===== src/design/supervisor_pkg.sv =====
// What this block does
// RULE1: first window is (open+closed) times (1+2*multiplier)
// RULE2: mapped active fault pulls reset low
// RULE3: reset held 6us/8ms/16ms/32ms after faults clear
// RULE4: reset pin only pulled low or released
// RULE5: self-test failures map to reset when enabled
// RULE6: parity failures map to reset when enabled
// RULE7: map bits 0-6 enable channels 1-7
// RULE8: channels 1-4 nominal 500mV plus 12.5mV/step
// RULE9: channel 5 nominal 500mV plus 20mV/step
// RULE10: every configuration field is readable and writable
// RULE11: window lengths are tick times 8 times count
// RULE12: rising edge on refresh pin is refresh attempt
// RULE13: first watchdog cycle has no closed window
// RULE14: limits 102.5%+0.5%/step and 97.5%-0.5%/step
// RULE15: factory image loaded before mapping and watchdog act
// RULE16: fault during hold restarts hold after clearing
package supervisor_pkg;
  // clock
  localparam int CLK_PERIOD_NS = 100;
  // configuration slots: one byte each
  localparam int NREG = 20;
  typedef logic [NREG-1:0][7:0] cfg_t;
  // register indices, byte address is four times the index
  localparam logic [NREG-1:0][5:0] REG_IDX = {
    6'h2c, 6'h29, 6'h28, 6'h27, 6'h15, 6'h14, 6'h13, 6'h12, 6'h11, 6'h10,
    6'h0f, 6'h0e, 6'h0d, 6'h0c, 6'h0b, 6'h0a, 6'h09, 6'h08, 6'h04, 6'h01};
  // writable bits per slot, the rest read zero
  localparam logic [NREG-1:0][7:0] REG_WMASK = {
    8'h07, 8'h07, 8'hff, 8'h3f, {15{8'hff}}, 8'h02};
  // block's own registers
  localparam logic [5:0] IDX_EVENT_STATUS = 6'h30;
  localparam logic [5:0] IDX_EVENT_MASK   = 6'h31;
  localparam logic [5:0] IDX_MONITOR      = 6'h32;
  // slot numbers
  localparam int SLOT_GENERAL = 0;
  localparam int SLOT_MAP     = 1;
  localparam int SLOT_NOM1    = 2;   // channels 1..5 in slots 2..6
  localparam int SLOT_LIMIT1  = 11;  // channels 1..5 in slots 11..15
  localparam int SLOT_TICKDIV = 16;
  localparam int SLOT_WINDOW  = 17;
  localparam int SLOT_FIRST   = 18;
  localparam int SLOT_RESET_OUTPUT_CONTROL = 19;
  // field positions
  localparam int SELFTEST_MAP_BIT = 1;
  localparam int PARITY_MAP_BIT   = 7;
  localparam int SHUT_LSB         = 4;
  localparam int ACCEPT_LSB       = 0;
  localparam int MULT_LSB         = 0;
  localparam int DIV_LSB          = 0;
  localparam int RELSEL_LSB       = 0;
  // analog scaling of stored codes, in microvolts and per-mille
  localparam int NOM_BASE_UV      = 500000;  // [RULE8] [RULE9]
  localparam int NOM_STEP_LO_UV   = 12500;   // [RULE8]
  localparam int NOM_STEP_CH5_UV  = 20000;   // [RULE9]
  localparam int OV_BASE_PERMILLE = 1025;    // [RULE14]
  localparam int UV_BASE_PERMILLE = 975;     // [RULE14]
  localparam int LIMIT_STEP_PERMILLE = 5;    // [RULE14]
  // timing
  localparam int HOLD_6US_NS  = 6000;
  localparam int HOLD_8MS_NS  = 8000000;
  localparam int HOLD_16MS_NS = 16000000;
  localparam int HOLD_32MS_NS = 32000000;
  localparam int HOLD_6US_CYC  = HOLD_6US_NS / CLK_PERIOD_NS;
  localparam int HOLD_8MS_CYC  = HOLD_8MS_NS / CLK_PERIOD_NS;
  localparam int HOLD_16MS_CYC = HOLD_16MS_NS / CLK_PERIOD_NS;
  localparam int HOLD_32MS_CYC = HOLD_32MS_NS / CLK_PERIOD_NS;
  localparam int TICK_BASE_NS  = 200000;
  localparam int TICK_BASE_CYC = TICK_BASE_NS / CLK_PERIOD_NS;
  localparam int WINDOW_UNIT   = 8;
  // event bits
  localparam int EV_RESET = 0;
  localparam int EV_EARLY = 1;
  localparam int EV_LATE  = 2;
  localparam int EV_LOAD  = 3;
  // watchdog states
  typedef enum logic [1:0] {
    WD_IDLE   = 2'b00,
    WD_FIRST  = 2'b01,
    WD_CLOSED = 2'b10,
    WD_OPEN   = 2'b11
  } wd_state_t;
  // avalon request
  typedef struct packed {
    logic        read;
    logic        write;
    logic [7:0]  address;
    logic [3:0]  byteenable;
    logic [31:0] writedata;
  } av_req_t;
  // fault sources
  typedef struct packed {
    logic       parity;
    logic       selftest;
    logic [6:0] channel;
  } fault_t;
endpackage


===== src/design/supervisor_reset_config.sv =====
// The Avalon-MM register port is this design's own decision.
`timescale 1ns/1ps
// supervisor configuration bank, reset-pin control and watchdog timing
module supervisor_reset_config #(
  parameter int unsigned HOLD_8MS_CYC  = supervisor_pkg::HOLD_8MS_CYC,
  parameter int unsigned HOLD_16MS_CYC = supervisor_pkg::HOLD_16MS_CYC,
  parameter int unsigned HOLD_32MS_CYC = supervisor_pkg::HOLD_32MS_CYC
) (
  // clock and reset
  input  wire logic                    clk_i,
  input  wire logic                    arst_n_i,
  // avalon-mm slave
  input  wire supervisor_pkg::av_req_t av_req_i,
  output logic [31:0]                  av_readdata_o,
  output logic                         av_waitrequest_o,
  // factory image, sampled once after reset release
  input  wire supervisor_pkg::cfg_t    otp_image_i,
  // fault sources from the analog side
  input  wire supervisor_pkg::fault_t  fault_i,
  // watchdog pins
  input  wire logic                    refresh_pin_i,
  input  wire logic                    wd_disable_i,
  // open-drain reset pin
  output logic                         reset_pin_o,
  output logic                         reset_pin_oe_o,
  // live configuration to the comparators
  output supervisor_pkg::cfg_t         cfg_o,
  // interrupt
  output logic                         irq_o
);
  localparam int HW = 24;  // hold counter width
  localparam int PW = 17;  // prescaler width, 64 x 2000 cycles
  localparam int CW = 12;  // window counter width, 3600 ticks max

  // refuse hold counts the counter cannot hold
  if (HOLD_8MS_CYC < 1 || HOLD_16MS_CYC < 1 || HOLD_32MS_CYC < 1 ||
      HOLD_32MS_CYC >= (1 << HW) || HOLD_16MS_CYC >= (1 << HW) ||
      HOLD_8MS_CYC >= (1 << HW)) begin : g_bad_hold
    $error("hold cycle parameter out of range");
  end

  // all state of the block
  typedef struct packed {
    supervisor_pkg::cfg_t      cfg;
    logic                      loaded;   // factory image taken
    logic                      wait_rq;  // bus waitrequest
    logic [31:0]               rdata;
    logic [3:0]                status;   // sticky events
    logic [3:0]                mask;
    logic                      irq;
    logic                      rst_act;  // reset pin pulled low
    supervisor_pkg::wd_state_t wd;
    logic [CW-1:0]             wd_cnt;   // ticks left in window
    logic                      wd_fault; // window violation
  } st_t;
  st_t r_r;
  st_t r_nxt;

  // synchronised pins
  logic [10:0] syn_lvl;   // {disable, refresh, parity, selftest, ch7..ch1}
  logic [10:0] syn_rise;
  sync_edge #(
    .W (11)
  ) u_sync (
    .clk_i    (clk_i),
    .arst_n_i (arst_n_i),
    .async_i  ({wd_disable_i, refresh_pin_i, fault_i}),
    .level_o  (syn_lvl),
    .rise_o   (syn_rise)
  );
  logic       wd_dis;    // watchdog disabled by pin
  logic       refresh;   // refresh attempt pulse
  logic [6:0] ch_flt;    // channel over or under voltage
  assign wd_dis  = syn_lvl[10];
  assign refresh = syn_rise[9];  // [RULE12]
  assign ch_flt  = syn_lvl[6:0];

  // fault mapping
  logic [7:0] map;        // fault-to-reset map
  logic       ch_hit;
  logic       par_hit;
  logic       st_hit;
  logic       fault_any;
  assign map     = r_r.cfg[supervisor_pkg::SLOT_MAP];
  assign ch_hit  = |(ch_flt & map[6:0]);  // [RULE7]
  assign par_hit = syn_lvl[8] & map[supervisor_pkg::PARITY_MAP_BIT];  // [RULE6]
  assign st_hit  = syn_lvl[7] &
    r_r.cfg[supervisor_pkg::SLOT_GENERAL][supervisor_pkg::SELFTEST_MAP_BIT];  // [RULE5]
  // unloaded image counts as a fault so nothing acts on stale values
  assign fault_any = !r_r.loaded | ch_hit | par_hit | st_hit | r_r.wd_fault;  // [RULE2] [RULE15]

  // hold time selection
  logic [1:0]    rel_sel;
  logic [HW-1:0] hold_val;
  logic          hold_zero;
  assign rel_sel = r_r.cfg[supervisor_pkg::SLOT_RESET_OUTPUT_CONTROL][supervisor_pkg::RELSEL_LSB +: 2];
  always_comb begin
    // one code per selectable hold time
    unique case (rel_sel)
      2'b00: hold_val = HW'(supervisor_pkg::HOLD_6US_CYC);  // [RULE3]
      2'b01: hold_val = HW'(HOLD_8MS_CYC);
      2'b10: hold_val = HW'(HOLD_16MS_CYC);
      2'b11: hold_val = HW'(HOLD_32MS_CYC);
    endcase
  end
  // reloaded while any fault stands, so a new fault restarts the hold
  cycle_timer #(
    .W (HW)
  ) u_hold (
    .clk_i    (clk_i),
    .arst_n_i (arst_n_i),
    .load_i   (fault_any),  // [RULE16]
    .value_i  (hold_val),
    .zero_o   (hold_zero)
  );

  // watchdog tick prescaler
  logic [5:0]    tick_div;
  logic [PW-1:0] tick_reload;
  logic          presc_zero;
  logic          tick;
  logic          presc_load;
  assign tick_div    = r_r.cfg[supervisor_pkg::SLOT_TICKDIV][supervisor_pkg::DIV_LSB +: 6];
  assign tick_reload = PW'((tick_div + 7'd1) * supervisor_pkg::TICK_BASE_CYC - 1);
  assign tick        = presc_zero && (r_r.wd != supervisor_pkg::WD_IDLE);
  assign presc_load  = presc_zero || (r_r.wd == supervisor_pkg::WD_IDLE);
  cycle_timer #(
    .W (PW)
  ) u_presc (
    .clk_i    (clk_i),
    .arst_n_i (arst_n_i),
    .load_i   (presc_load),
    .value_i  (tick_reload),
    .zero_o   (presc_zero)
  );

  // window lengths in ticks
  logic [3:0]    shut_cnt;
  logic [3:0]    accept_cnt;
  logic [2:0]    first_mult;
  logic [CW-1:0] shut_len;
  logic [CW-1:0] accept_len;
  logic [CW-1:0] first_len;
  logic          expire;
  assign shut_cnt   = r_r.cfg[supervisor_pkg::SLOT_WINDOW][supervisor_pkg::SHUT_LSB +: 4];
  assign accept_cnt = r_r.cfg[supervisor_pkg::SLOT_WINDOW][supervisor_pkg::ACCEPT_LSB +: 4];
  assign first_mult = r_r.cfg[supervisor_pkg::SLOT_FIRST][supervisor_pkg::MULT_LSB +: 3];
  assign shut_len   = CW'(shut_cnt * supervisor_pkg::WINDOW_UNIT);    // [RULE11]
  assign accept_len = CW'(accept_cnt * supervisor_pkg::WINDOW_UNIT);  // [RULE11]
  assign first_len  = CW'((shut_len + accept_len) * (1 + 2 * first_mult));  // [RULE1]
  // window ends on the tick that empties it
  assign expire = tick && (r_r.wd_cnt <= CW'(1));

  // bus decode
  logic [5:0] idx;
  logic       req;
  assign idx = av_req_i.address[7:2];
  assign req = av_req_i.read | av_req_i.write;

  // next state
  always_comb begin
    int         i;
    logic [7:0] rd;
    logic       hit;
    logic       early;
    logic       late;
    logic [3:0] ev;
    logic [3:0] clr;
    i     = 0;
    rd    = 8'h00;
    hit   = 1'b0;
    early = 1'b0;
    late  = 1'b0;
    ev    = 4'h0;
    clr   = 4'h0;
    r_nxt = r_r;

    // factory image once, right after reset release
    if (!r_r.loaded) begin
      for (i = 0; i < supervisor_pkg::NREG; i++) begin
        r_nxt.cfg[i] = otp_image_i[i] & supervisor_pkg::REG_WMASK[i];  // [RULE15]
      end
      r_nxt.loaded = 1'b1;
      ev[supervisor_pkg::EV_LOAD] = 1'b1;
    end

    // read mux, unmapped reads give zero
    for (i = 0; i < supervisor_pkg::NREG; i++) begin
      if (idx == supervisor_pkg::REG_IDX[i]) begin
        rd  = r_r.cfg[i];  // [RULE10]
        hit = 1'b1;
      end
    end
    if (idx == supervisor_pkg::IDX_EVENT_STATUS) begin
      rd = {4'h0, r_r.status};
    end else if (idx == supervisor_pkg::IDX_EVENT_MASK) begin
      rd = {4'h0, r_r.mask};
    end else if (idx == supervisor_pkg::IDX_MONITOR) begin
      rd = {r_r.wd_fault, r_r.loaded, r_r.wd, hold_zero, wd_dis, fault_any, r_r.rst_act};
    end

    // one wait cycle, then waitrequest low for one cycle
    if (r_r.wait_rq && req) begin
      r_nxt.wait_rq = 1'b0;
      r_nxt.rdata   = av_req_i.read ? {24'h0000_00, rd} : 32'h0000_0000;
    end else begin
      r_nxt.wait_rq = 1'b1;
    end

    // writes land on the edge that sees waitrequest low
    if (!r_r.wait_rq && av_req_i.write && av_req_i.byteenable[0] && r_r.loaded) begin
      for (i = 0; i < supervisor_pkg::NREG; i++) begin
        if (idx == supervisor_pkg::REG_IDX[i]) begin
          r_nxt.cfg[i] = av_req_i.writedata[7:0] & supervisor_pkg::REG_WMASK[i];  // [RULE10]
        end
      end
      if (idx == supervisor_pkg::IDX_EVENT_STATUS) begin
        clr = av_req_i.writedata[3:0];
      end
      if (idx == supervisor_pkg::IDX_EVENT_MASK) begin
        r_nxt.mask = av_req_i.writedata[3:0];
      end
    end

    // reset pin: asserted with any fault and through the hold
    r_nxt.rst_act = fault_any | !hold_zero;  // [RULE2] [RULE3]

    // watchdog windows
    if (tick && r_r.wd_cnt != '0) begin
      r_nxt.wd_cnt = r_r.wd_cnt - 1'b1;
    end
    unique case (r_r.wd)
      supervisor_pkg::WD_IDLE: begin
        // starts open and stretched, no closed part
        if (!r_r.rst_act && r_r.loaded && !wd_dis) begin
          r_nxt.wd     = supervisor_pkg::WD_FIRST;  // [RULE13]
          r_nxt.wd_cnt = first_len;  // [RULE1]
        end
      end
      supervisor_pkg::WD_FIRST: begin
        if (refresh) begin
          r_nxt.wd     = supervisor_pkg::WD_CLOSED;  // [RULE13]
          r_nxt.wd_cnt = shut_len;
        end else if (expire) begin
          late = 1'b1;
        end
      end
      supervisor_pkg::WD_CLOSED: begin
        if (refresh) begin
          early = 1'b1;  // [RULE12]
        end else if (expire || shut_len == '0) begin
          r_nxt.wd     = supervisor_pkg::WD_OPEN;
          r_nxt.wd_cnt = accept_len;
        end
      end
      supervisor_pkg::WD_OPEN: begin
        // a good refresh cuts the open window short
        if (refresh) begin
          r_nxt.wd     = supervisor_pkg::WD_CLOSED;
          r_nxt.wd_cnt = shut_len;
        end else if (expire) begin
          late = 1'b1;
        end
      end
    endcase
    r_nxt.wd_fault = early | late;
    // watchdog sleeps while reset is low or the pin disables it
    if (early || late || r_r.rst_act || wd_dis) begin
      r_nxt.wd = supervisor_pkg::WD_IDLE;
    end

    // sticky events, a new event beats a clear
    ev[supervisor_pkg::EV_RESET] = r_nxt.rst_act & !r_r.rst_act & r_r.loaded;
    ev[supervisor_pkg::EV_EARLY] = early;
    ev[supervisor_pkg::EV_LATE]  = late;
    r_nxt.status = (r_r.status & ~clr) | ev;
    r_nxt.irq    = |(r_nxt.status & r_nxt.mask);
  end

  // state register
  always_ff @(posedge clk_i or negedge arst_n_i) begin
    if (!arst_n_i) begin
      r_r         <= '0;
      r_r.wait_rq <= 1'b1;
      r_r.rst_act <= 1'b1;
    end else begin
      r_r <= r_nxt;
    end
  end

  // outputs straight from state flops, reset_pin_o tied low
  assign av_readdata_o    = r_r.rdata;
  assign av_waitrequest_o = r_r.wait_rq;
  assign reset_pin_o      = 1'b0;         // [RULE4]
  assign reset_pin_oe_o   = r_r.rst_act;  // [RULE4]
  assign cfg_o            = r_r.cfg;      // [RULE8] [RULE9] [RULE14]
  assign irq_o            = r_r.irq;
endmodule


===== src/design/sync_edge.sv =====
`timescale 1ns/1ps
// two-stage synchroniser with rising-edge detect on the settled copy
module sync_edge #(
  parameter int W = 1
) (
  // clock and reset
  input  wire logic         clk_i,
  input  wire logic         arst_n_i,
  // asynchronous inputs
  input  wire logic [W-1:0] async_i,
  // synchronised level and edge
  output logic      [W-1:0] level_o,
  output logic      [W-1:0] rise_o
);
  typedef struct packed {
    logic [W-1:0] s1;  // metastable stage, read only by s2
    logic [W-1:0] s2;
    logic [W-1:0] s3;
  } st_t;
  st_t r_r;
  st_t r_nxt;
  // shift chain
  always_comb begin
    r_nxt    = r_r;
    r_nxt.s1 = async_i;
    r_nxt.s2 = r_r.s1;
    r_nxt.s3 = r_r.s2;
  end
  always_ff @(posedge clk_i or negedge arst_n_i) begin
    if (!arst_n_i) begin
      r_r <= '0;
    end else begin
      r_r <= r_nxt;
    end
  end
  assign level_o = r_r.s2;
  assign rise_o  = r_r.s2 & ~r_r.s3;
endmodule


===== src/design/cycle_timer.sv =====
`timescale 1ns/1ps
// loadable down counter, stops at zero
module cycle_timer #(
  parameter int W = 8
) (
  // clock and reset
  input  wire logic         clk_i,
  input  wire logic         arst_n_i,
  // control
  input  wire logic         load_i,
  input  wire logic [W-1:0] value_i,
  // status
  output logic              zero_o
);
  typedef struct packed {
    logic [W-1:0] cnt;
  } st_t;
  st_t r_r;
  st_t r_nxt;
  // load wins over counting
  always_comb begin
    r_nxt = r_r;
    if (load_i) begin
      r_nxt.cnt = value_i;
    end else if (r_r.cnt != '0) begin
      r_nxt.cnt = r_r.cnt - 1'b1;
    end
  end
  always_ff @(posedge clk_i or negedge arst_n_i) begin
    if (!arst_n_i) begin
      r_r <= '0;
    end else begin
      r_r <= r_nxt;
    end
  end
  assign zero_o = (r_r.cnt == '0);
endmodule


===== config.mk =====
export PLATFORM = sky130hd
export DESIGN_NAME = supervisor_reset_config
export DESIGN_NICKNAME = d
export VERILOG_FILES = /design/src/design/supervisor_pkg.sv /design/src/design/supervisor_reset_config.sv /design/src/design/sync_edge.sv /design/src/design/cycle_timer.sv
export SDC_FILE = /design/constraint.sdc
export NUM_CORES = 1
export LEC_CHECK = 0
export BUFFER_PORTS_ARGS = -buffer_cell sky130_fd_sc_hd__clkbuf_2
export CORE_MARGIN = 4
export CORE_UTILIZATION = 50
export DETAILED_ROUTE_END_ITERATION = 16
export GPL_ROUTABILITY_DRIVEN = 0
export PLACE_DENSITY = 0.75
export SETUP_SLACK_MARGIN = 0.02
export SYNTH_ARGS = -nofsm -noshare
export SYNTH_HDL_FRONTEND = slang
export SYNTH_SLANG_ARGS = --single-unit

===== constraint.sdc =====
create_clock -name clk_i -period 7.31 [get_ports clk_i]
set_clock_uncertainty 0.15 [all_clocks]
set_input_delay 1.462 -clock clk_i [delete_from_list [all_inputs] [get_ports clk_i]]
set_output_delay 1.462 -clock clk_i [all_outputs]
set_load 0.1 [all_outputs]

==> out/metrics.csv <==
metric,value,unit
clock network power share,0.238,
hold_buf cts,0,
num ports,415,
Worst Path Max Fanout,11,
reg2reg end,u_presc.r_r[14],
fmax,0.163,GHz
Synth warnings,0,
register area share after synthesis,0.379,
HPWL Detailed,41000,microns
most frequent cell after synthesis,dfrtp_1,
Final setup violation count,0,
first-pass GRT wire length,83200,microns
initial core utilization,0.508,
TNS Setup,0,ps
grt total ovfl,0,
Root Driver,clkbuf_16,
row cnt,67,
R2R setup slack,1170,ps
Vias,14300,
Port-buffer cells,341,
CTS tree,done,
vias per inst,5.90,
Die H,193,microns
"EDFF count, synth",0,
Worst Setup End Kind,register,
layout cells sized above 1,0.223,
syn_area_per_cell,9.30,sq um
Slew @ Worst Pin,1120,ps
startpoint types,register,
Crit path required time,7630,ps
power per cell area,338,mW/mm^2
# DRC,0,
Met2 Routed Length,27000,microns
CTS Buffer Depth,3,
Synth top cells by count,"dfrtp_1 (257), buf_4 (193), nor2_1 (157)",
CTS buffer count,29,
reg-to-reg startpoint,cfg_o[128],
count of different cell masters after synthesis,82,
Clock Latency Late Sink,560,ps
combinational share of power,0.479,
Fin. Hold Viols,0,
top_reg_cell synth,dfrtp_1,
fin. max-slew vios,0,
RSZ-0062 raised after global routing,no,
initial antenna violation count,1,
n_diodes,0,
reg2reg path depth,16,
length of the first detailed-routing pass in iterations,7,
routed length on met3,4960,microns
H-tree lvl count,1,
Die ar.,0.0372,sq mm
Min-Delay Path Class,register to register,
CTS resizes,0,
crit share post-route,0.840,
Worst Setup Path Type,register to register,
die width,193,microns
vias in the first global route,14100,
Max Cap Viol,0,
pin count of the biggest net entering global routing,154,
Gate Count Post-Synth,1837,
crit path to,u_presc.r_r[14],
crit path launch,cfg_o[128],
CTS sink cnt,259,
Synth area leaders,"dfrtp_1 (38%), mux2i_1 (9.0%), buf_4 (8.5%)",
sequential share of power,0.283,
switching power,2790,uW
Pint,3550,uW
"Reg clk slew, reported paths",60,ps
share of synthesized registers carrying an async set or reset,1.00,
Antenna Nets Post-Route,0,
Area Overhead vs Synth,9.79,%
top routing layer used,met5,
Leak,0.00904,uW
CP arrival,6460,ps
1st-iter DRT viols,1561,
Net Sw Frac,0.440,
Total GRT Usage,0.290,
status,finished clean,
Final min period,6140,ps
final core occ,0.558,
core area,0.0336,sq mm
Slew Limit Headroom,0.256,
#FFs+latches synth,259,
Peak VDD IR,296,uV
Post CTS Setup Buffer Count,0,
Synth top area share,0.376,
synthesized area,0.0171,sq mm
DRT met1 WL,21800,microns
final wirelength,55300,microns
Yosys top cell by area,dfrtp_1,
WL per Instance,22.8,microns
Final #Nets,2262,
-- how the worst min path moves through the flow --
stage	end	start	slack (ps)	depth (start not counted)
6_report	u_sync.level_o[7]	u_sync.r_nxt[18]	200	0
5_1_grt	u_sync.level_o[7]	u_sync.r_nxt[18]	200	0
4_1_cts	u_sync.level_o[7]	u_sync.r_nxt[18]	200	0
3_5_place_dp	u_sync.level_o[7]	u_sync.r_nxt[18]	190	0
3_3_place_gp	u_sync.level_o[7]	u_sync.r_nxt[18]	180	0
2_1_floorplan	u_sync.level_o[0]	u_sync.r_nxt[11]	180	0
-- final cells by class --
cell class	count	area, sq um
clock buffers	41	831
clock inverters	12	153
fillers	2923	14900
inverters	68	255
multi-input cells	1243	8620
flip-flops and latches	259	6490
well taps	448	561
repair buffers	357	1850
-- cells by family (layout without fill, tap and decap cells) --
family,Yosys count,in the layout,synth area share
flip-flops,259,259,0.379
buffers and inverters,359,478,0.121
multiplexers,166,166,0.101
adder cells (fa/ha/maj),85,85,0.0728
other,2,26,0.000440
AND/OR/NAND/NOR,504,504,0.147
AO/OA/AOI/OAI,395,395,0.144
XOR/XNOR,67,67,0.0343
-- layer usage --
metal  vias to the layer above  global-route usage
li1                       6498                   -
met1                      6981               0.387
met2                       741               0.486
met3                        99              0.0487
met4                         2              0.0880
met5                         -                   0
-- placed cells by master (no fill, tap or decap), types with 8 or more instances in the layout --
master / count
nand2_1: 136
o31ai_1: 10
a211oi_1: 13
mux2_2: 9
a221oi_1: 10
a31oi_1: 9
o221ai_1: 11
xnor2_1: 48
a21oi_1: 132
a21o_1: 8
a22oi_1: 24
or3_1: 16
fa_1: 24
inv_1: 68
nor4_1: 16
nand2b_1: 11
nand3_1: 20
dfrtp_1: 256
nor2_1: 157
buf_4: 15
nor3_1: 31
ha_1: 61
mux2i_1: 153
clkbuf_16: 29
clkbuf_2: 340
nand3b_1: 9
xor2_1: 19
nor2b_1: 10
o21ai_0: 103
conb_1: 26
o22ai_1: 13
and3_1: 29
and2_1: 18
-- worst max-delay path, stage by stage, from the launching register on --
cell	delay, ps
dfrtp_1	560
ha_1	310
and3_1	220
xor2_1	650
ha_1	380
fa_1	490
inv_1	60
fa_1	480
fa_1	510
inv_1	40
ha_1	350
or2_2	310
o211ai_1	170
a21oi_1	180
a2111oi_0	730
a21boi_0	200
o31ai_1	260
-- state kept, by name (all words and copies together), names as in the netlist --
name / count
av_readdata_o: 8
reset_pin_oe_o: 1
u_sync.level_o: 11
irq_o: 1
cfg_o: 152
u_sync.r_nxt: 11
u_sync.r_r: 1
u_presc.r_r: 17
u_hold.r_r: 24
av_waitrequest_o: 1
map: 8
r_r: 24
-- stage by stage --
step | total power (uW) | hold WS, ps | cells | instance area [sq um] | worst slack (ps)
CTS | 6340 | 197 | 2428 | 18800 | 1220
floorplan | 4310 | 181 | 1861 | 17200 | 2040
finish | 6340 | 200 | 2428 | 18800 | 1170
detailed placement | 4810 | 187 | 2375 | 17800 | 1260
global placement | 4720 | 183 | 2375 | 17800 | 1420
global route | 6760 | 203 | 2428 | 18800 | 689
-- power by group through the flow --
stage	sequential (uW)	clock (uW)	combinational, uW
final	1790	1510	3040
after detailed placement	1810	0	3000
after global placement	1800	0	2910
after global routing	1810	1590	3360
after CTS	1790	1530	3020
after floorplan	1740	0	2580
No activity file was read; power rests on OpenSTA's default activity.
